$ cat config.mk
export PLATFORM = sky130hd
export DESIGN_NAME = sbd_top
export DESIGN_NICKNAME = d
export VERILOG_FILES = /design/src/sbd_pkg.sv /design/src/sbd_bp_if.sv /design/src/sbd_breakpoint.sv /design/src/sbd_top.sv
export VERILOG_INCLUDE_DIRS = /design/src
export SDC_FILE = /design/constraint.sdc
export NUM_CORES = 1
export LEC_CHECK = 0
export BUFFER_PORTS_ARGS = -buffer_cell sky130_fd_sc_hd__buf_2
export CAP_MARGIN = 5
export CORE_UTILIZATION = 30
export DETAILED_ROUTE_END_ITERATION = 10
export MAX_ROUTING_LAYER = met4
export PLACE_DENSITY_LB_ADDON = 0.12
export REMOVE_ABC_BUFFERS = 1
export SETUP_SLACK_MARGIN = 0.1
export SYNTH_ARGS = -nofsm -noshare
export SYNTH_HDL_FRONTEND = slang
export SYNTH_SLANG_ARGS = --single-unit
$ cat constraint.sdc
create_clock -name clk_in -period 2.4 [get_ports clk_in]
set_input_delay 0.48 -clock clk_in [delete_from_list [all_inputs] [get_ports clk_in]]
set_output_delay 0.48 -clock clk_in [all_outputs]
set_load 0.02 [all_outputs]
$ cat src/sbd_params.svh
// Constants for the single-wire background debug target block
// Notes on behaviour
// - Logic 0 reply: low 13 ticks, then speedup
// - Host edge synchronised, seen 0-1 tick late
// - After request: await high, wait 16 ticks
// - Sync reply: low 128, high 1, release
// - One breakpoint compares address with 16-bit value
// - Forced mode: any matching access requests halt
// - Tagged mode: tag opcode fetched at match
// - Enable bit 5, resets 0, gates everything
// - Bit 4 selects forced (1) or tagged (0)
// - Bit 7 permits halting; reset clears it
// - Bit 6 read-only, shows processor halted
// - Bit 3 selects clock, 0 alternate source
// - Register reached only by serial commands
`ifndef SBD_PARAMS_SVH
`define SBD_PARAMS_SVH
// Status/control field positions
`define SBD_BIT_PERMIT 3'h7
`define SBD_BIT_ACTIVE 3'h6
`define SBD_BIT_BKPT_EN 3'h5
`define SBD_BIT_FORCE_TAG 3'h4
`define SBD_BIT_CLKSEL 3'h3
// Reset values
`define SBD_CTL_RESET 1'h0
`define SBD_MATCH_RESET 16'h0000
// Timing in debug clock ticks
`define SBD_T_TX0_LOW 8'h0D
`define SBD_T_SAMPLE 8'h0A
`define SBD_T_SYNC_DLY 8'h10
`define SBD_T_SYNC_LOW 8'h80
`define SBD_T_SYNC_THRESH 8'h40
// Serial command codes
`define SBD_CMD_READ_STATUS 8'hE4
`define SBD_CMD_WRITE_CONTROL 8'hC4
`define SBD_CMD_WRITE_BKPT 8'hC2
// Payload lengths in bits, minus one
`define SBD_LEN_BYTE 5'h07
`define SBD_LEN_WORD 5'h0F
`endif

$ cat src/sbd_pkg.sv
// Types shared by the background debug target modules
package sbd_pkg;
  // Pin sequencer states, Gray coded along the usual path
  typedef enum logic [2:0] {
    SBD_IDLE = 3'h0,
    SBD_LOW = 3'h1,
    SBD_TXLOW = 3'h3,
    SBD_SPEED = 3'h2,
    SBD_SYWAIT = 3'h6,
    SBD_SYDLY = 3'h7,
    SBD_SYLOW = 3'h5,
    SBD_SYSPD = 3'h4
  } sbd_state_e;
  // Command parser phases
  typedef enum logic [1:0] {
    SBD_PH_CMD = 2'h0,
    SBD_PH_WDATA = 2'h1,
    SBD_PH_RDATA = 2'h3
  } sbd_phase_e;
endpackage : sbd_pkg

$ cat src/sbd_bp_if.sv
// Carrier between the debug top and its breakpoint unit
`timescale 1ns/1ps
interface sbd_bp_if;
  logic bkpt_en;         // Breakpoint enable
  logic force_tag_select; // Force (1) or tag (0)
  logic permit;          // Halting permitted
  logic [15:0] match;    // Breakpoint match value
  logic [15:0] addr;     // Processor address bus
  logic access;          // Processor access this cycle
  logic fetch;           // Opcode fetch this cycle
  logic tag_end;         // Tagged opcode at queue end
  logic halted;          // Processor halted in debug mode
  logic halt_req;        // Halt request to processor
  logic tag;             // Tag for the fetched opcode
  modport ctl (output bkpt_en, force_tag_select, permit, match, addr,
               access, fetch, tag_end, halted, input halt_req, tag);
  modport bp (input bkpt_en, force_tag_select, permit, match, addr,
              access, fetch, tag_end, halted, output halt_req, tag);
endinterface : sbd_bp_if

$ cat src/sbd_breakpoint.sv
// Address-match hardware breakpoint, forced or tagged
`timescale 1ns/1ps
module sbd_breakpoint (
  // Clock and reset
  input wire logic clk_in,
  input wire logic nrst_in,
  // Configuration and processor side
  sbd_bp_if.bp bp
);
  logic hit;      // Address equals match value
  logic req_ff;   // Pending halt request
  logic tag_ff;   // Opcode tag

  // Comparator against the match register
  assign hit = bp.addr == bp.match;
  assign bp.halt_req = req_ff;
  assign bp.tag = tag_ff;

  // Halt request: set by forced hit or tagged opcode, held until halted or until enable or permit is cleared
  always_ff @(posedge clk_in or negedge nrst_in) begin
    if (!nrst_in) begin
      req_ff <= 1'b0;
    end else if (!bp.bkpt_en || !bp.permit) begin
      req_ff <= 1'b0;
    end else if (bp.force_tag_select && bp.access && hit) begin
      req_ff <= 1'b1;
    end else if (!bp.force_tag_select && bp.tag_end) begin
      req_ff <= 1'b1;
    end else if (bp.halted) begin
      req_ff <= 1'b0;
    end
  end

  // Tag travels with the opcode fetched at the match address
  always_ff @(posedge clk_in or negedge nrst_in) begin
    if (!nrst_in) begin
      tag_ff <= 1'b0;
    end else begin
      tag_ff <= bp.bkpt_en && !bp.force_tag_select &&
                bp.fetch && hit;
    end
  end
endmodule : sbd_breakpoint

$ cat src/sbd_top.sv
// Single-wire background debug target: pin timing, sync, commands
`timescale 1ns/1ps
`include "sbd_params.svh"
module sbd_top (
  // Clock and reset
  input wire logic clk_in,
  input wire logic nrst_in,
  // Debug pin, open drain style
  input wire logic debug_pin_in,
  output logic debug_pin_out,
  output logic debug_pin_oe_out,
  // Alternate communication clock source
  input wire logic alt_clk_in,
  // Processor side
  input wire logic [15:0] cpu_addr_in,
  input wire logic cpu_access_in,
  input wire logic cpu_fetch_in,
  input wire logic cpu_tag_end_in,
  input wire logic cpu_halted_in,
  output logic halt_req_out,
  output logic opcode_tag_out
);
  // Synchronisers and edge detection
  logic pin_s1_ff, pin_s2_ff, pin_s3_ff;
  logic alt_s1_ff, alt_s2_ff, alt_s3_ff;
  logic pin_fall;    // Host falling edge seen
  logic tick;        // Debug clock tick
  // Pin sequencer
  sbd_pkg::sbd_state_e state_ff;
  logic [7:0] cnt_ff;    // Ticks in the current state
  logic samp_ff;         // Sampled host bit
  logic bit_done;        // One bit time finished
  logic sync_done;       // Sync reply finished
  logic drv_out_ff;      // Pin level driven
  logic drv_oe_ff;       // Pin drive enable
  // Command parser
  sbd_pkg::sbd_phase_e phase_ff;
  logic [4:0] bits_ff;   // Bits taken in this phase
  logic [4:0] need_ff;   // Payload length minus one
  logic tgt_ff;          // Payload goes to match value
  logic [15:0] rx_sh_ff; // Receive shifter
  logic [7:0] tx_sh_ff;  // Transmit shifter
  logic wr_ctl_ff;       // Control write pulse
  logic wr_bkpt_ff;      // Match write pulse
  logic [7:0] rx_cmd;    // Command byte being completed
  logic [7:0] status;    // Status/control read value
  // Status/control register fields
  logic permit_ff, bkpt_en_ff, force_tag_ff, clksel_ff;
  logic [15:0] match_ff;

  sbd_bp_if bpi();

  // Two-stage synchronisers plus a third stage for edges
  always_ff @(posedge clk_in or negedge nrst_in) begin
    if (!nrst_in) begin
      pin_s1_ff <= 1'b1;
      pin_s2_ff <= 1'b1;
      pin_s3_ff <= 1'b1;
      alt_s1_ff <= 1'b0;
      alt_s2_ff <= 1'b0;
      alt_s3_ff <= 1'b0;
    end else begin
      pin_s1_ff <= debug_pin_in;
      pin_s2_ff <= pin_s1_ff;
      pin_s3_ff <= pin_s2_ff;
      alt_s1_ff <= alt_clk_in;
      alt_s2_ff <= alt_s1_ff;
      alt_s3_ff <= alt_s2_ff;
    end
  end

  // Falling edge from the host starts a bit time
  assign pin_fall = !pin_s2_ff && pin_s3_ff;
  // Bus clock ticks every cycle, alternate source on its rising edge
  assign tick = clksel_ff ? 1'b1 : (alt_s2_ff && !alt_s3_ff);
  assign bit_done = (state_ff == sbd_pkg::SBD_LOW && pin_s2_ff) ||
                    (state_ff == sbd_pkg::SBD_SPEED && tick);
  assign sync_done = state_ff == sbd_pkg::SBD_SYSPD && tick;

  // Pin sequencer: bit times and the sync handshake
  always_ff @(posedge clk_in or negedge nrst_in) begin
    if (!nrst_in) begin
      state_ff <= sbd_pkg::SBD_IDLE;
      cnt_ff <= 8'h00;
    end else begin
      case (state_ff)
        sbd_pkg::SBD_IDLE: begin
          // Reply with 0 drives low, else just time the host pulse
          if (pin_fall) begin
            cnt_ff <= 8'h00;
            if (phase_ff == sbd_pkg::SBD_PH_RDATA && !tx_sh_ff[7]) begin
              state_ff <= sbd_pkg::SBD_TXLOW;
            end else begin
              state_ff <= sbd_pkg::SBD_LOW;
            end
          end
        end
        sbd_pkg::SBD_LOW: begin
          if (pin_s2_ff) begin
            state_ff <= sbd_pkg::SBD_IDLE;
          end else if (tick) begin
            if (cnt_ff == `SBD_T_SYNC_THRESH - 8'h01) begin
              state_ff <= sbd_pkg::SBD_SYWAIT;
            end else begin
              cnt_ff <= cnt_ff + 8'h01;
            end
          end
        end
        sbd_pkg::SBD_TXLOW: begin
          if (tick) begin
            if (cnt_ff == `SBD_T_TX0_LOW - 8'h01) begin
              state_ff <= sbd_pkg::SBD_SPEED;
            end else begin
              cnt_ff <= cnt_ff + 8'h01;
            end
          end
        end
        sbd_pkg::SBD_SPEED: begin
          if (tick) begin
            state_ff <= sbd_pkg::SBD_IDLE;
          end
        end
        sbd_pkg::SBD_SYWAIT: begin
          // Wait for the host to let the pin rise
          if (pin_s2_ff) begin
            state_ff <= sbd_pkg::SBD_SYDLY;
            cnt_ff <= 8'h00;
          end
        end
        sbd_pkg::SBD_SYDLY: begin
          // Gap that lets the host speedup pulse end
          if (tick) begin
            if (cnt_ff == `SBD_T_SYNC_DLY - 8'h01) begin
              state_ff <= sbd_pkg::SBD_SYLOW;
              cnt_ff <= 8'h00;
            end else begin
              cnt_ff <= cnt_ff + 8'h01;
            end
          end
        end
        sbd_pkg::SBD_SYLOW: begin
          if (tick) begin
            if (cnt_ff == `SBD_T_SYNC_LOW - 8'h01) begin
              state_ff <= sbd_pkg::SBD_SYSPD;
            end else begin
              cnt_ff <= cnt_ff + 8'h01;
            end
          end
        end
        sbd_pkg::SBD_SYSPD: begin
          if (tick) begin
            state_ff <= sbd_pkg::SBD_IDLE;
          end
        end
        default: begin
          state_ff <= sbd_pkg::SBD_IDLE;
        end
      endcase
    end
  end

  // Host bit sample: a pulse that ended before the sample point is a 1
  always_ff @(posedge clk_in or negedge nrst_in) begin
    if (!nrst_in) begin
      samp_ff <= 1'b1;
    end else if (state_ff == sbd_pkg::SBD_IDLE && pin_fall) begin
      samp_ff <= 1'b1;
    end else if (state_ff == sbd_pkg::SBD_LOW && tick &&
                 cnt_ff == `SBD_T_SAMPLE) begin
      samp_ff <= pin_s2_ff;
    end
  end

  // Pin drivers: low while replying, high for speedup, else released
  always_ff @(posedge clk_in or negedge nrst_in) begin
    if (!nrst_in) begin
      drv_out_ff <= 1'b1;
      drv_oe_ff <= 1'b0;
    end else begin
      drv_out_ff <= state_ff == sbd_pkg::SBD_SPEED ||
                    state_ff == sbd_pkg::SBD_SYSPD;
      drv_oe_ff <= state_ff == sbd_pkg::SBD_TXLOW ||
                   state_ff == sbd_pkg::SBD_SPEED ||
                   state_ff == sbd_pkg::SBD_SYLOW ||
                   state_ff == sbd_pkg::SBD_SYSPD;
    end
  end

  assign debug_pin_out = drv_out_ff;
  assign debug_pin_oe_out = drv_oe_ff;

  // Status/control image; halt active is the processor's live state
  assign status = {permit_ff, cpu_halted_in, bkpt_en_ff, force_tag_ff,
                   clksel_ff, 3'h0};
  assign rx_cmd = {rx_sh_ff[6:0], samp_ff};

  // Command parser: command byte, then payload in or status out
  always_ff @(posedge clk_in or negedge nrst_in) begin
    if (!nrst_in) begin
      phase_ff <= sbd_pkg::SBD_PH_CMD;
      bits_ff <= 5'h00;
      need_ff <= 5'h00;
      tgt_ff <= 1'b0;
      rx_sh_ff <= 16'h0000;
      tx_sh_ff <= 8'h00;
      wr_ctl_ff <= 1'b0;
      wr_bkpt_ff <= 1'b0;
    end else begin
      wr_ctl_ff <= 1'b0;
      wr_bkpt_ff <= 1'b0;
      if (sync_done) begin
        phase_ff <= sbd_pkg::SBD_PH_CMD;
        bits_ff <= 5'h00;
      end else if (bit_done) begin
        bits_ff <= bits_ff + 5'h01;
        case (phase_ff)
          sbd_pkg::SBD_PH_CMD: begin
            rx_sh_ff <= {rx_sh_ff[14:0], samp_ff};
            if (bits_ff == `SBD_LEN_BYTE) begin
              bits_ff <= 5'h00;
              // Only serial commands reach the register
              if (rx_cmd == `SBD_CMD_READ_STATUS) begin
                phase_ff <= sbd_pkg::SBD_PH_RDATA;
                tx_sh_ff <= status;
              end else if (rx_cmd == `SBD_CMD_WRITE_CONTROL) begin
                phase_ff <= sbd_pkg::SBD_PH_WDATA;
                need_ff <= `SBD_LEN_BYTE;
                tgt_ff <= 1'b0;
              end else if (rx_cmd == `SBD_CMD_WRITE_BKPT) begin
                phase_ff <= sbd_pkg::SBD_PH_WDATA;
                need_ff <= `SBD_LEN_WORD;
                tgt_ff <= 1'b1;
              end
            end
          end
          sbd_pkg::SBD_PH_WDATA: begin
            rx_sh_ff <= {rx_sh_ff[14:0], samp_ff};
            if (bits_ff == need_ff) begin
              phase_ff <= sbd_pkg::SBD_PH_CMD;
              bits_ff <= 5'h00;
              wr_ctl_ff <= !tgt_ff;
              wr_bkpt_ff <= tgt_ff;
            end
          end
          sbd_pkg::SBD_PH_RDATA: begin
            // Most significant bit first
            tx_sh_ff <= {tx_sh_ff[6:0], 1'b0};
            if (bits_ff == `SBD_LEN_BYTE) begin
              phase_ff <= sbd_pkg::SBD_PH_CMD;
              bits_ff <= 5'h00;
            end
          end
          default: begin
            phase_ff <= sbd_pkg::SBD_PH_CMD;
          end
        endcase
      end
    end
  end

  // Control fields, cleared by reset and written by serial command
  always_ff @(posedge clk_in or negedge nrst_in) begin
    if (!nrst_in) begin
      permit_ff <= `SBD_CTL_RESET;
      bkpt_en_ff <= `SBD_CTL_RESET;
      force_tag_ff <= `SBD_CTL_RESET;
      clksel_ff <= `SBD_CTL_RESET;
      match_ff <= `SBD_MATCH_RESET;
    end else begin
      if (wr_ctl_ff) begin
        permit_ff <= rx_sh_ff[`SBD_BIT_PERMIT];
        bkpt_en_ff <= rx_sh_ff[`SBD_BIT_BKPT_EN];
        force_tag_ff <= rx_sh_ff[`SBD_BIT_FORCE_TAG];
        clksel_ff <= rx_sh_ff[`SBD_BIT_CLKSEL];
      end
      if (wr_bkpt_ff) begin
        match_ff <= rx_sh_ff;
      end
    end
  end

  // Breakpoint unit hookup
  assign bpi.bkpt_en = bkpt_en_ff;
  assign bpi.force_tag_select = force_tag_ff;
  assign bpi.permit = permit_ff;
  assign bpi.match = match_ff;
  assign bpi.addr = cpu_addr_in;
  assign bpi.access = cpu_access_in;
  assign bpi.fetch = cpu_fetch_in;
  assign bpi.tag_end = cpu_tag_end_in;
  assign bpi.halted = cpu_halted_in;
  assign halt_req_out = bpi.halt_req;
  assign opcode_tag_out = bpi.tag;

  sbd_breakpoint u_bkpt (
    .clk_in(clk_in),
    .nrst_in(nrst_in),
    .bp(bpi)
  );
endmodule : sbd_top

After elaboration in Yosys (flattened, before gate mapping)
Cells that the tools add are included.
{ "classes": {"muxes": 62, "n_eq_ne": 42, "bitwise": 2, "n_reduce_logical": 45, "add_sub_neg": 2} }
{ "ops": {"columns": ["cell", "n"], "rows": [
  ["8-bit two-way mux", 13],
  ["8-bit case mux with 6 select lines", 1],
  ["3-bit two-way mux", 12],
  ["5-bit two-way mux", 6],
  ["2-bit != test (second input constant)", 15],
  ["8-bit by 4-bit == test with 1-bit output (second input constant)", 3],
  ["8-bit == test (second input constant)", 3],
  ["11-bit AND reduction", 2],
  ["3-bit case mux with 7 select lines", 1],
  ["2-bit two-way mux", 9],
  ["1-bit two-way mux", 17],
  ["16-bit == test", 1],
  ["8-bit case mux with 2 select lines", 1],
  ["1-bit logical AND", 15],
  ["3-bit == test (second input constant)", 4],
  ["3-bit != test (second input constant)", 4],
  ["5-bit case mux with 2 select lines", 1],
  ["5-bit AND reduction", 2],
  ["8-bit by 1-bit adder with 8-bit output (second input constant)", 1],
  ["8-bit by 6-bit == test with 1-bit output (second input constant)", 1],
  ["8-bit by 7-bit == test with 1-bit output (second input constant)", 1],
  ["2-bit nonzero test", 4],
  ["1-bit logical NOT", 7],
  ["3-bit by 2-bit == test with 1-bit output (second input constant)", 2],
  ["other kinds (19)", 27]
]} }
{ "totals": {"reg_bits": 81, "out_inout_bits": 4, "input_bits": 24} }

Longest topological paths before layout
Gate-level depths: netlist of run 1.
{ "depth": {"ltp_word": 8, "ltp_mapped": 9} }

By module
From an unflattened synthesis of run 1, not the netlist that was laid out.
{ "hier_totals": {"cells_unflattened": 339, "hier_area_um2": 3846.2} }
{ "modules_own_cells": {"columns": ["mod", "instances", "cells_per_inst", "seq_area_each_um2", "area_each_um2"], "rows": [
  ["sbd_top", 1, 308, 1808.0, 3580.9],
  ["sbd_breakpoint", 1, 31, 50.0, 265.3]
]} }

Worst setup path before layout of run 1
No wires, ideal clock.
{ "synth_timing": {"path_type": "register to register", "start": "register cnt_ff[5]", "end": "register state_ff[2]", "path_stages_with_launch": 6, "t_arrival_ns": 1.990, "synth_period_minus_slack_ns": 2.116, "t_required_ns": 2.274, "path_slack_ns": 0.284, "path_cell_list": "dfrtp_1 or4_4 o311a_1 a221oi_2 o311ai_2 o32a_1"} }
{ "synth_between": {"elab_chain_cells": 3, "word_cells_on_any_way": 9} }
{ "synth_lines": {"columns": ["element", "line_no", "rtl"], "rows": [
  ["start: declaration", "sbd_top.sv:30", "logic [7:0] cnt_ff;"],
  ["start signal: assignment", "sbd_top.sv:105", "cnt_ff <= cnt_ff + 8'h01;"],
  ["start signal: assignment", "sbd_top.sv:114", "cnt_ff <= cnt_ff + 8'h01;"],
  ["start signal: assignment", "sbd_top.sv:137", "cnt_ff <= cnt_ff + 8'h01;"],
  ["8-bit by 6-bit == test with 1-bit output (tied with other cells)", "sbd_top.sv:102", "if (cnt_ff == `SBD_T_SYNC_THRESH - 8'h01) begin"],
  ["3-bit != test (no source line) or 2-bit != test (tied branches)", null, null],
  ["11-bit AND reduction (no source line) (*)", null, null],
  ["end signal: assignment", "sbd_top.sv:100", "state_ff <= sbd_pkg::SBD_IDLE;"],
  ["end signal: assignment", "sbd_top.sv:103", "state_ff <= sbd_pkg::SBD_SYWAIT;"],
  ["end signal: assignment", "sbd_top.sv:112", "state_ff <= sbd_pkg::SBD_SPEED;"],
  ["end: declaration", "sbd_top.sv:29", "sbd_pkg::sbd_state_e state_ff;"]
]} }
Every way passes the cells marked *; elsewhere a longest branch is shown, timed or not.
A chain may end at the register's enable or synchronous reset.

Worst setup path in the final report of run 1
{ "layout_timing": {"start": "register cnt_ff[4]", "end": "register state_ff[2]"} }
The elaborated chain is that of the path after synthesis.

==> flow_metrics.env, run 1 <==
export IMPL_n_antenna_cell=0
export IMPL_finalSetupViolations=0
export IMPL_chipWidth_um=113
export IMPL_core_area_mm2=0.0121
export IMPL_dr_pass1_iters=6
export IMPL_grtUsageTotal_pct=13.7
export IMPL_muxShareOfSynthArea_pct=13.7
export IMPL_hold_buffers=0
export IMPL_end_kind="register"
export IMPL_synth_seq_area_share_pct=49.9
export IMPL_clkTransAtPathRegs_ns=0.06
export IMPL_status="completed"
export IMPL_cts_buffer_depth=2
export IMPL_p_int_w=0.00261
export IMPL_cp_data_required_time_ns=2.61
export IMPL_num_fill_cells=1197
export IMPL_power_leakage_nw=2.00
export IMPL_gp_congestion=0.786
export IMPL_clockRootBuffer="clkbuf_16"
export IMPL_powerDensity_mw_per_mm2=868
export IMPL_switchingPower_w=0.00127
export IMPL_layout_common_cells="dfrtp_1 (66), mux2_2 (39), buf_2 (26), nand2_1 (22), buf_4 (20)"
export IMPL_rsz0062_at_grt="no"
export IMPL_syn_area_per_cell_um2=11.0
export IMPL_seqPwrFrac_pct=41.8
export IMPL_r2r_slack_ns=0.15
export IMPL_drt_total_wl_mm=7.82
export IMPL_finalCriticalPeriod_ns=2.25
export IMPL_switching_share_pct=32.7
export IMPL_crit_buf_inv=0
export IMPL_num_vias=2602
export IMPL_grt_max_degree=75
export IMPL_slowest_stage="or4_4"
export IMPL_fin_nets=416
export IMPL_cp_top_family="compound AO/OA/AOI/OAI gates"
export IMPL_min_period_over_period_pct=93.5
export IMPL_drive_above_1_share_pct=30.8
export IMPL_synth_xor_area_share_pct=4.23
export IMPL_hold_viol_final=0
export IMPL_synth_top_family_by_area="simple AND/OR/NAND/NOR gates"
export IMPL_cts_sinks=74
export IMPL_std_cell_rows=40
export IMPL_slew_viol_final=0
export IMPL_fin_skew_ns=0.00609
export IMPL_drc=0
export IMPL_critical_path_class="reg -> reg"
export IMPL_synth_compound_area_share_pct=10.4
export IMPL_syn_inst=337
export IMPL_start_util_pct=30.9
export IMPL_synthAdderAreaFrac_pct=3.36
export IMPL_p_clk_share_pct=30.6
export IMPL_crit_chain="or4_4 -> o311a_1 -> a221oi_2 -> o311ai_4 -> o32a_1"
export IMPL_mostFrequentLayoutCell="dfrtp_1"
export IMPL_ys_seq_elements=74
export IMPL_setup_tns_ns=0
export IMPL_synth_warnings=0
export IMPL_h_tree_depth=3
export IMPL_synth_area_mm2=0.00372
export IMPL_max_cap_viol_count=0
export IMPL_timing_fmax_mhz=445
export IMPL_port_buffers=27
export IMPL_crit_arrival_ns=2.46
export IMPL_min_path_type="in -> async"
export IMPL_synth_edf_count=0
export IMPL_synthSimpleGateAreaFrac_pct=15.7
export IMPL_pre_cts_ws_ns=0.143
export IMPL_tightest_slew_ns=0.734
export IMPL_antenna_found_initial=0
export IMPL_dieArea_mm2=0.0129
export IMPL_ys_flop_type="dfrtp_1"
export IMPL_cts_made_buffers=9
export IMPL_ios=28
export IMPL_peakVddDrop_uv=512
export IMPL_die_h_um=113
export IMPL_grt_pass1_vias=2638
export IMPL_async_flop_share_pct=100
export IMPL_antenna_left=0
export IMPL_utilization_pct=37.1
export IMPL_overflow=0
export IMPL_grt_pass1_wl_mm=13.3
export IMPL_ys_types=48
export IMPL_cts_tree="built"
export IMPL_vias_per_cell=4.70
export IMPL_clock_insertion_delay_worst_skew_ns=0.33
export IMPL_wl_per_cell_um=14.1
export IMPL_p_comb_share_pct=27.6
export IMPL_post_dp_hpwl_mm=5.44
export IMPL_relSlewSlack_pct=51.1
export IMPL_crit_path_max_incr_delay_ns=0.55
export IMPL_start_kind="register"
export IMPL_syn_to_final_growth_pct=20.0
export IMPL_setup_ws_ns=0.155
export IMPL_cp_max_fo=7
export IMPL_drt_iter0_markers=88
## cell usage after synthesis (all sizes together) (2+ instances only)
master,count,area (µm²)
buf,7,32.5
nand3b,3,22.5
o311a,2,20.0
xor2,17,149
and2,2,12.5
dfstp,5,131
a221oi,2,23.8
nor2b,11,68.8
nor3,9,50.1
mux2,39,439
o21ai,17,85.1
and3,4,25.0
dfrtp,69,1730
nand2b,5,31.3
nand3,8,40.0
a22o,2,17.5
nor4,11,83.8
mux2i,7,70.1
inv,13,48.8
o31ai,9,67.6
a211oi,2,15.0
a21oi,9,45.0
ha,10,125
or2,3,18.8
a31oi,2,12.5
nor3b,2,15.0
nand2,22,82.6
nor2,19,71.3
nand4,4,25.0
a21o,3,22.5
clkbuf,6,22.5
## final timing paths
path | from | end | cells past startpoint
setup reg to reg | cnt_ff[4]$_DFFE_PN0P_ | state_ff[2]$_DFFE_PN0P_ | 5
hold / removal | nrst_in | cnt_ff[0]$_DFFE_PN0P_ | 2
min in group clk_in | debug_pin_in | pin_s1_ff$_DFF_PN1_ | 1
max in group asynchronous | nrst_in | pin_s3_ff$_DFF_PN1_ | 2
setup / recovery | cnt_ff[4]$_DFFE_PN0P_ | state_ff[2]$_DFFE_PN0P_ | 5
hold reg to reg | pin_s1_ff$_DFF_PN1_ | pin_s2_ff$_DFF_PN1_ | 0
## cell families after synthesis
| family | after synthesis |
|---|---|
| simple gates | 107 |
| flops | 74 |
| compound gates | 56 |
| mux | 46 |
| buf+inv | 26 |
| xor+xnor | 18 |
| fa+ha+maj | 10 |
## layer usage
metal  GRT usage [%]  part of all wire [%]  up-vias
li1                -                     -     1297
met1            17.0                    49     1268
met2            21.8                    47       31
met3            4.04                   2.9        6
met4            3.95                   1.1        0
met5               -                     0        -
## timing repair
item | 4_1_cts | 5_1_grt
endpoints found under the setup margin | 0 | 4
buffers inserted | 0 | 5
resized for setup | 0 | 7
## power by group through the flow
stage | clock, W | sequential (W) | combinational [W]
after detailed placement | 0 | 0.00164 | 0.00102
final | 0.00119 | 0.00162 | 0.00107
after floorplan | 0 | 0.00162 | 0.000630
after global routing | 0.00129 | 0.00166 | 0.00119
after global placement | 0 | 0.00164 | 0.00101
after CTS | 0.00123 | 0.00162 | 0.00102
## flip-flops by register name, indices dropped and copies added, names as in the netlist, 2 cells and up
signal	cells
bpi.match	16
rx_sh_ff	16
cnt_ff	8
bits_ff	5
tx_sh_ff	5
state_ff	3
phase_ff	2
## worst register-to-register path, stage by stage (launching register included)
cell	delay [ns]
dfrtp_2	0.44
or4_4	0.55
o311a_1	0.33
a221oi_2	0.26
o311ai_4	0.18
o32a_1	0.36
## area by class of cell
| type | instances | area (µm²) | share of cell area [%] |
|---|---|---|---|
| Tap cell | 168 | 210 | 4.70 |
| Inverter | 13 | 48.8 | 1.09 |
| Multi-Input combinational cell | 237 | 1790 | 40.0 |
| Clock buffer | 10 | 229 | 5.12 |
| Clock inverter | 5 | 32.5 | 0.728 |
| Timing Repair Buffer | 47 | 300 | 6.72 |
| Sequential cell | 74 | 1860 | 41.7 |
## stage by stage
step | cells | instance area (µm²) | hold WS (ns) | total power [W]
finish | 554 | 4470 | 0.145 | 0.00388
global placement | 534 | 4140 | 0.351 | 0.00265
CTS | 549 | 4400 | 0.177 | 0.00387
global route | 554 | 4470 | 0.180 | 0.00413
detailed placement | 534 | 4140 | 0.355 | 0.00266
floorplan | 324 | 3670 | 0.184 | 0.00225
Power figures use the tool's default switching activity.
==> run 2, diff against run 1 <==
==> constraint.sdc (replaced) <==
create_clock -name clk_in -period 1.9 [get_ports clk_in]
set_input_delay 0.38 -clock clk_in [delete_from_list [all_inputs] [get_ports clk_in]]
set_output_delay 0.38 -clock clk_in [all_outputs]
set_load 0.02 [all_outputs]
==> run 2 against run 1 <==
The flow now finishes with violations (negative setup slack). Global-route usage increased by 2.0 points. Cell count increased by 12%. Critical path depth unchanged. Final area increased by 22%. Sequential power increased by 23%. Largest cell class is now multi-input gates.
==> flow_metrics.env, run 2 (same netlist as run 1, synthesis figures left out) <==
export IMPL_status="complete, but fails checks"
export IMPL_violations="negative setup slack"
export IMPL_tightest_slew_ns=0.399
export IMPL_slew_viol_final=0
export IMPL_hold_viol_final=0
export IMPL_peakVddDrop_uv=587
export IMPL_drive_above_1_share_pct=51.1
export IMPL_drt_total_wl_mm=9.09
export IMPL_wl_per_cell_um=14.6
export IMPL_rr_startpoint="cnt_ff[5]$_DFFE_PN0P_"
export IMPL_layout_common_cells="buf_4 (73), dfrtp_1 (68), mux2_2 (29), buf_2 (26), nand2_1 (18)"
export IMPL_worstSetupStartpoint="cnt_ff[5]$_DFFE_PN0P_"
export IMPL_top_usage_layer="met2"
export IMPL_h_tree_depth=3
export IMPL_n_antenna_cell=0
export IMPL_rsz0062_at_grt="yes"
export IMPL_std_cell_rows=40
export IMPL_crit_buf_inv=0
export IMPL_finalSetupViolations=13
export IMPL_relSlewSlack_pct=73.4
export IMPL_use_met3_pct=3.93
export IMPL_utilization_pct=45.1
export IMPL_die_h_um=113
export IMPL_gp_congestion=0.835
export IMPL_clkTransAtPathRegs_ns=0.06
export IMPL_end_kind="register"
export IMPL_antenna_found_initial=0
export IMPL_post_dp_hpwl_mm=6.23
export IMPL_slowest_stage="or4_4"
export IMPL_fin_area_mm2=0.00544
export IMPL_fin_skew_ns=0.00673
export IMPL_r2r_slack_ns=-0.26
export IMPL_dr_pass1_iters=4
export IMPL_critical_path_class="reg -> reg"
export IMPL_grt_pass1_vias=3040
export IMPL_min_path_type="in -> reg"
export IMPL_r2r_cells=5
export IMPL_crit_cells=5
export IMPL_drt_iter0_markers=70
export IMPL_drc=0
export IMPL_dieArea_mm2=0.0129
export IMPL_cp_top_family="compound AO/OA/AOI/OAI gates"
export IMPL_vias_per_cell=4.71
export IMPL_cts_tree="built"
export IMPL_crit_arrival_ns=2.37
export IMPL_num_vias=2929
export IMPL_antenna_left=0
export IMPL_cp_data_required_time_ns=2.12
export IMPL_grt_pass1_wl_mm=15.1
export IMPL_finalCriticalPeriod_ns=2.16
export IMPL_powerDensity_mw_per_mm2=1110
export IMPL_grt_max_degree=36
export IMPL_grtUsageTotal_pct=15.8
export IMPL_fin_hold_ws_ns=0.149
export IMPL_setup_ws_ns=-0.258
export IMPL_dpl_cell_area_mm2=0.00459
export IMPL_cts_buffer_depth=2
export IMPL_grt_use_met2_pct=25.1
export IMPL_met1_usage_pct=19.9
export IMPL_start_util_pct=30.9
export IMPL_ios=28
export IMPL_timing_fmax_mhz=463
export IMPL_crit_chain="or4_4 -> o311a_1 -> a221oi_2 -> o311ai_4 -> o32a_1"
export IMPL_endpoint="state_ff[2]$_DFFE_PN0P_"
export IMPL_power_w=0.00604
export IMPL_syn_to_final_growth_pct=46.1
export IMPL_worstReg2RegEnd="state_ff[2]$_DFFE_PN0P_"
export IMPL_clockRootBuffer="clkbuf_16"
export IMPL_fin_nets=483
export IMPL_mostFrequentLayoutCell="buf_4"
export IMPL_port_buffers=27
export IMPL_chipWidth_um=113
export IMPL_crit_path_max_incr_delay_ns=0.54
export IMPL_min_period_over_period_pct=114
export IMPL_cts_made_buffers=9
export IMPL_overflow=0
export IMPL_clock_insertion_delay_worst_skew_ns=0.33
export IMPL_setup_tns_ns=-2.37
export IMPL_cp_max_fo=6
export IMPL_core_area_mm2=0.0121
export IMPL_max_cap_viol_count=0
export IMPL_start_kind="register"
export IMPL_power_leakage_nw=2.49
export IMPL_cts_sinks=74
-- run 2: layout make-up --
class | count | area, µm²
Inverter | 13 | 48.8
Clock inverter | 7 | 98.8
Timing Repair Buffer | 114 | 878
Multi-Input combinational cell | 237 | 2120
Tap cell | 168 | 210
Sequential cell | 74 | 1860
Clock buffer | 9 | 225
Fill cell | 1145 | 6620
-- run 2: power breakdown --
group	switching [W]	leakage, nW	internal (W)
Sequential	0.000217	0.964	0.00178
Combinational	0.00105	1.37	0.00114
Clock	0.000692	0.157	0.00116
Total	0.00195	2.49	0.00409
-- run 2: timing repair --
item,CTS,global route
buffers inserted,6,8
hold endpoints to repair,23,0
gates resized for setup,48,62
setup endpoints to repair,35,41
gates cloned,1,1
pin swaps,11,17
hold buffers,1,0
-- run 2: routing by layer --
metal  share of wire (%)  up-vias  wire (µm)
met5                   0        -          0
li1                    -     1436          -
met1                  46     1462       4160
met4                0.85        0         77
met3                 2.3        7        211
met2                  51       24       4640
-- run 2: worst min path at each step --
stage / startpoint / end / cells past startpoint
2_1_floorplan: nrst_in / alt_s1_ff$_DFF_PN0_ / 0
3_3_place_gp: nrst_in / cnt_ff[2]$_DFFE_PN0P_ / 1
3_5_place_dp: nrst_in / cnt_ff[5]$_DFFE_PN0P_ / 1
4_1_cts: alt_clk_in / alt_s1_ff$_DFF_PN0_ / 1
5_1_grt: debug_pin_in / pin_s1_ff$_DFF_PN1_ / 1
6_report: debug_pin_in / pin_s1_ff$_DFF_PN1_ / 1
-- run 2: per-stage QoR --
| step | setup slack (ns) | cells |
|---|---|---|
| after floorplan | -0.306 | 324 |
| after global placement | -0.188 | 592 |
| after detailed placement | -0.215 | 592 |
| after CTS | -0.215 | 616 |
| after global routing | -0.314 | 622 |
| final | -0.258 | 622 |
==> run 3, diff against run 2 <==
--- a/config.mk
+++ b/config.mk
@@ -8,8 +8,11 @@
 export LEC_CHECK = 0
 export BUFFER_PORTS_ARGS = -buffer_cell sky130_fd_sc_hd__buf_2
 export CAP_MARGIN = 5
+export CELL_PAD_IN_SITES_DETAIL_PLACEMENT = 1
+export CELL_PAD_IN_SITES_GLOBAL_PLACEMENT = 1
 export CORE_UTILIZATION = 30
 export DETAILED_ROUTE_END_ITERATION = 10
+export GPL_TIMING_DRIVEN = 0
 export MAX_ROUTING_LAYER = met4
 export PLACE_DENSITY_LB_ADDON = 0.12
 export REMOVE_ABC_BUFFERS = 1
==> constraint.sdc (replaced) <==
create_clock -name clk_in -period 2.2 [get_ports clk_in]
set_input_delay 0.44 -clock clk_in [delete_from_list [all_inputs] [get_ports clk_in]]
set_output_delay 0.44 -clock clk_in [all_outputs]
set_load 0.02 [all_outputs]
==> run 3 against run 2 <==
The run now ends clean. Largest power group is now registers. Cell count decreased by 9.5%. Critical path depth unchanged. Via count decreased by 5.9%. Maximum frequency increased by 0.34%. Final area decreased by 12%. Die area unchanged. Flip-flop and latch count unchanged. Clock skew increased by 0.0025 ns. Critical endpoint unchanged. Critical path type unchanged. Sequential share of layout area increased by 4.8 points.
==> flow_metrics.env, run 3 (same netlist as run 1, synthesis figures left out) <==
export IMPL_die_h_um=113
export IMPL_antenna_left=0
export IMPL_crit_buf_inv=0
export IMPL_status="completed"
export IMPL_power_w=0.00491
export IMPL_p_comb_share_pct=31.1
export IMPL_min_period_over_period_pct=97.8
export IMPL_setup_ws_ns=0.0492
export IMPL_cp_top_family="compound AO/OA/AOI/OAI gates"
export IMPL_grtUsageTotal_pct=16.3
export IMPL_crit_arrival_ns=2.37
export IMPL_fin_hold_ws_ns=0.193
export IMPL_cts_tree="built"
export IMPL_max_cap_viol_count=0
export IMPL_critical_path_class="reg -> reg"
export IMPL_dp_cells=520
export IMPL_crit_path_max_incr_delay_ns=0.54
export IMPL_grt_pass1_wl_mm=15.3
export IMPL_start_kind="register"
export IMPL_p_int_w=0.00334
export IMPL_regArea_mm2=0.00187
export IMPL_cts_buffer_depth=2
export IMPL_cts_made_buffers=9
export IMPL_power_leakage_nw=2.13
export IMPL_layout_common_cells="dfrtp_1 (60), mux2_2 (39), buf_2 (26), buf_4 (24), nand2_1 (21)"
export IMPL_clkTransAtPathRegs_ns=0.06
export IMPL_timing_fmax_mhz=465
export IMPL_relSlewSlack_pct=50.2
export IMPL_num_vias=2755
export IMPL_mostFrequentLayoutCell="dfrtp_1"
export IMPL_p_clk_share_pct=32.4
export IMPL_clockRootBuffer="clkbuf_16"
export IMPL_port_buffers=27
export IMPL_cp_data_required_time_ns=2.42
export IMPL_multi_input_area_mm2=0.00195
export IMPL_finalCriticalPeriod_ns=2.15
export IMPL_slowest_stage="or4_4"
export IMPL_crit_chain="or4_4 -> o311a_1 -> a221oi_2 -> o311ai_4 -> o32a_1"
export IMPL_seqPwrFrac_pct=36.5
export IMPL_n_antenna_cell=0
export IMPL_cts_sinks=74
export IMPL_fin_nets=424
export IMPL_rsz0062_at_grt="yes"
export IMPL_drt_total_wl_mm=9.09
export IMPL_dr_pass1_iters=4
export IMPL_post_dp_hpwl_mm=5.84
export IMPL_antenna_found_initial=0
export IMPL_finalSetupViolations=0
export IMPL_switchingPower_w=0.00157
export IMPL_slew_viol_final=0
export IMPL_chipWidth_um=113
export IMPL_switching_share_pct=32.0
export IMPL_h_tree_depth=3
export IMPL_peakVddDrop_uv=415
export IMPL_grt_max_degree=59
export IMPL_fin_skew_ns=0.00922
export IMPL_min_path_type="in -> reg"
export IMPL_layoutNonFillerInstCount=563
export IMPL_drt_iter0_markers=127
export IMPL_overflow=0
export IMPL_tightest_slew_ns=0.747
export IMPL_end_kind="register"
export IMPL_drive_above_1_share_pct=39.2
export IMPL_gp_congestion=0.745
export IMPL_wl_per_cell_um=16.1
export IMPL_start_util_pct=30.9
export IMPL_ios=28
export IMPL_std_cell_rows=40
export IMPL_num_fill_cells=1310
export IMPL_syn_to_final_growth_pct=28.7
export IMPL_drc=0
export IMPL_core_area_mm2=0.0121
export IMPL_powerDensity_mw_per_mm2=1020
export IMPL_vias_per_cell=4.89
export IMPL_pre_cts_ws_ns=-0.743
export IMPL_grt_pass1_vias=2926
export IMPL_clock_insertion_delay_worst_skew_ns=0.34
export IMPL_hold_viol_final=0
export IMPL_cp_max_fo=6
export IMPL_dieArea_mm2=0.0129
[run 3: changes by cell type in the layout (fill, tap and decap cells not counted), sizes merged]
cell,previous run,this run
inv,16,13
clkinv,1,2
clkbuf,9,11
buf,113,54
[run 3: metal layers]
layer  wire length (µm)  vias up  global-route usage [%]
met5                  0        -                       -
met4                193        0                    8.68
met3                200       12                    2.87
met2               4510       31                    25.4
met1               4190     1399                    20.2
li1                   -     1313                       -
[run 3: repair_timing]
action / in CTS / in global routing
hold buffers: 1 / 0
setup buffers: 17 / 9
setup endpoints to repair: 42 / 36
resized for setup: 19 / 32
hold endpoints to repair: 15 / 0
pin swaps: 6 / 10
[run 3: final timing paths]
kind	startpoint	endpoint	slack (ns)	cells past startpoint
max reg2reg	cnt_ff[4]$_DFFE_PN0P_	state_ff[2]$_DFFE_PN0P_	0.05	5
max	cnt_ff[4]$_DFFE_PN0P_	state_ff[2]$_DFFE_PN0P_	0.05	5
min in group asynchronous	nrst_in	cnt_ff[7]$_DFFE_PN0P_	0.51	2
min	debug_pin_in	pin_s1_ff$_DFF_PN1_	0.19	1
max in group asynchronous	nrst_in	pin_s3_ff$_DFF_PN1_	1.06	3
min reg2reg	alt_s1_ff$_DFF_PN0_	alt_s2_ff$_DFF_PN0_	0.35	0
[run 3: metrics by stage]
step | area [µm²] | utilization, % | setup TNS [ns]
2_1_floorplan | 3670 | - | -0.0882
3_3_place_gp | 4010 | 33.3 | -16.48
3_5_place_dp | 4040 | 33.5 | -17.62
4_1_cts | 4590 | 38.0 | 0
5_1_grt | 4790 | 39.7 | -0.0113
6_report | 4790 | 39.7 | 0
[run 3: final cells by class]
class	instances	area share, %
multi-input cells	237	40.7
flip-flops and latches	74	39.0
repair buffers	55	8.23
clock buffers	11	5.07
well taps	168	4.39
clock inverters	5	1.62
inverters	13	1.02
[run 3: power by group through the flow]
stage                     clock [W]  sequential (W)  combinational (W)
after floorplan                   0         0.00177           0.000687
after global placement            0         0.00183           0.000940
after detailed placement          0         0.00184           0.000963
after CTS                   0.00165         0.00178            0.00131
after global routing        0.00170         0.00183            0.00168
final                       0.00159         0.00179            0.00153
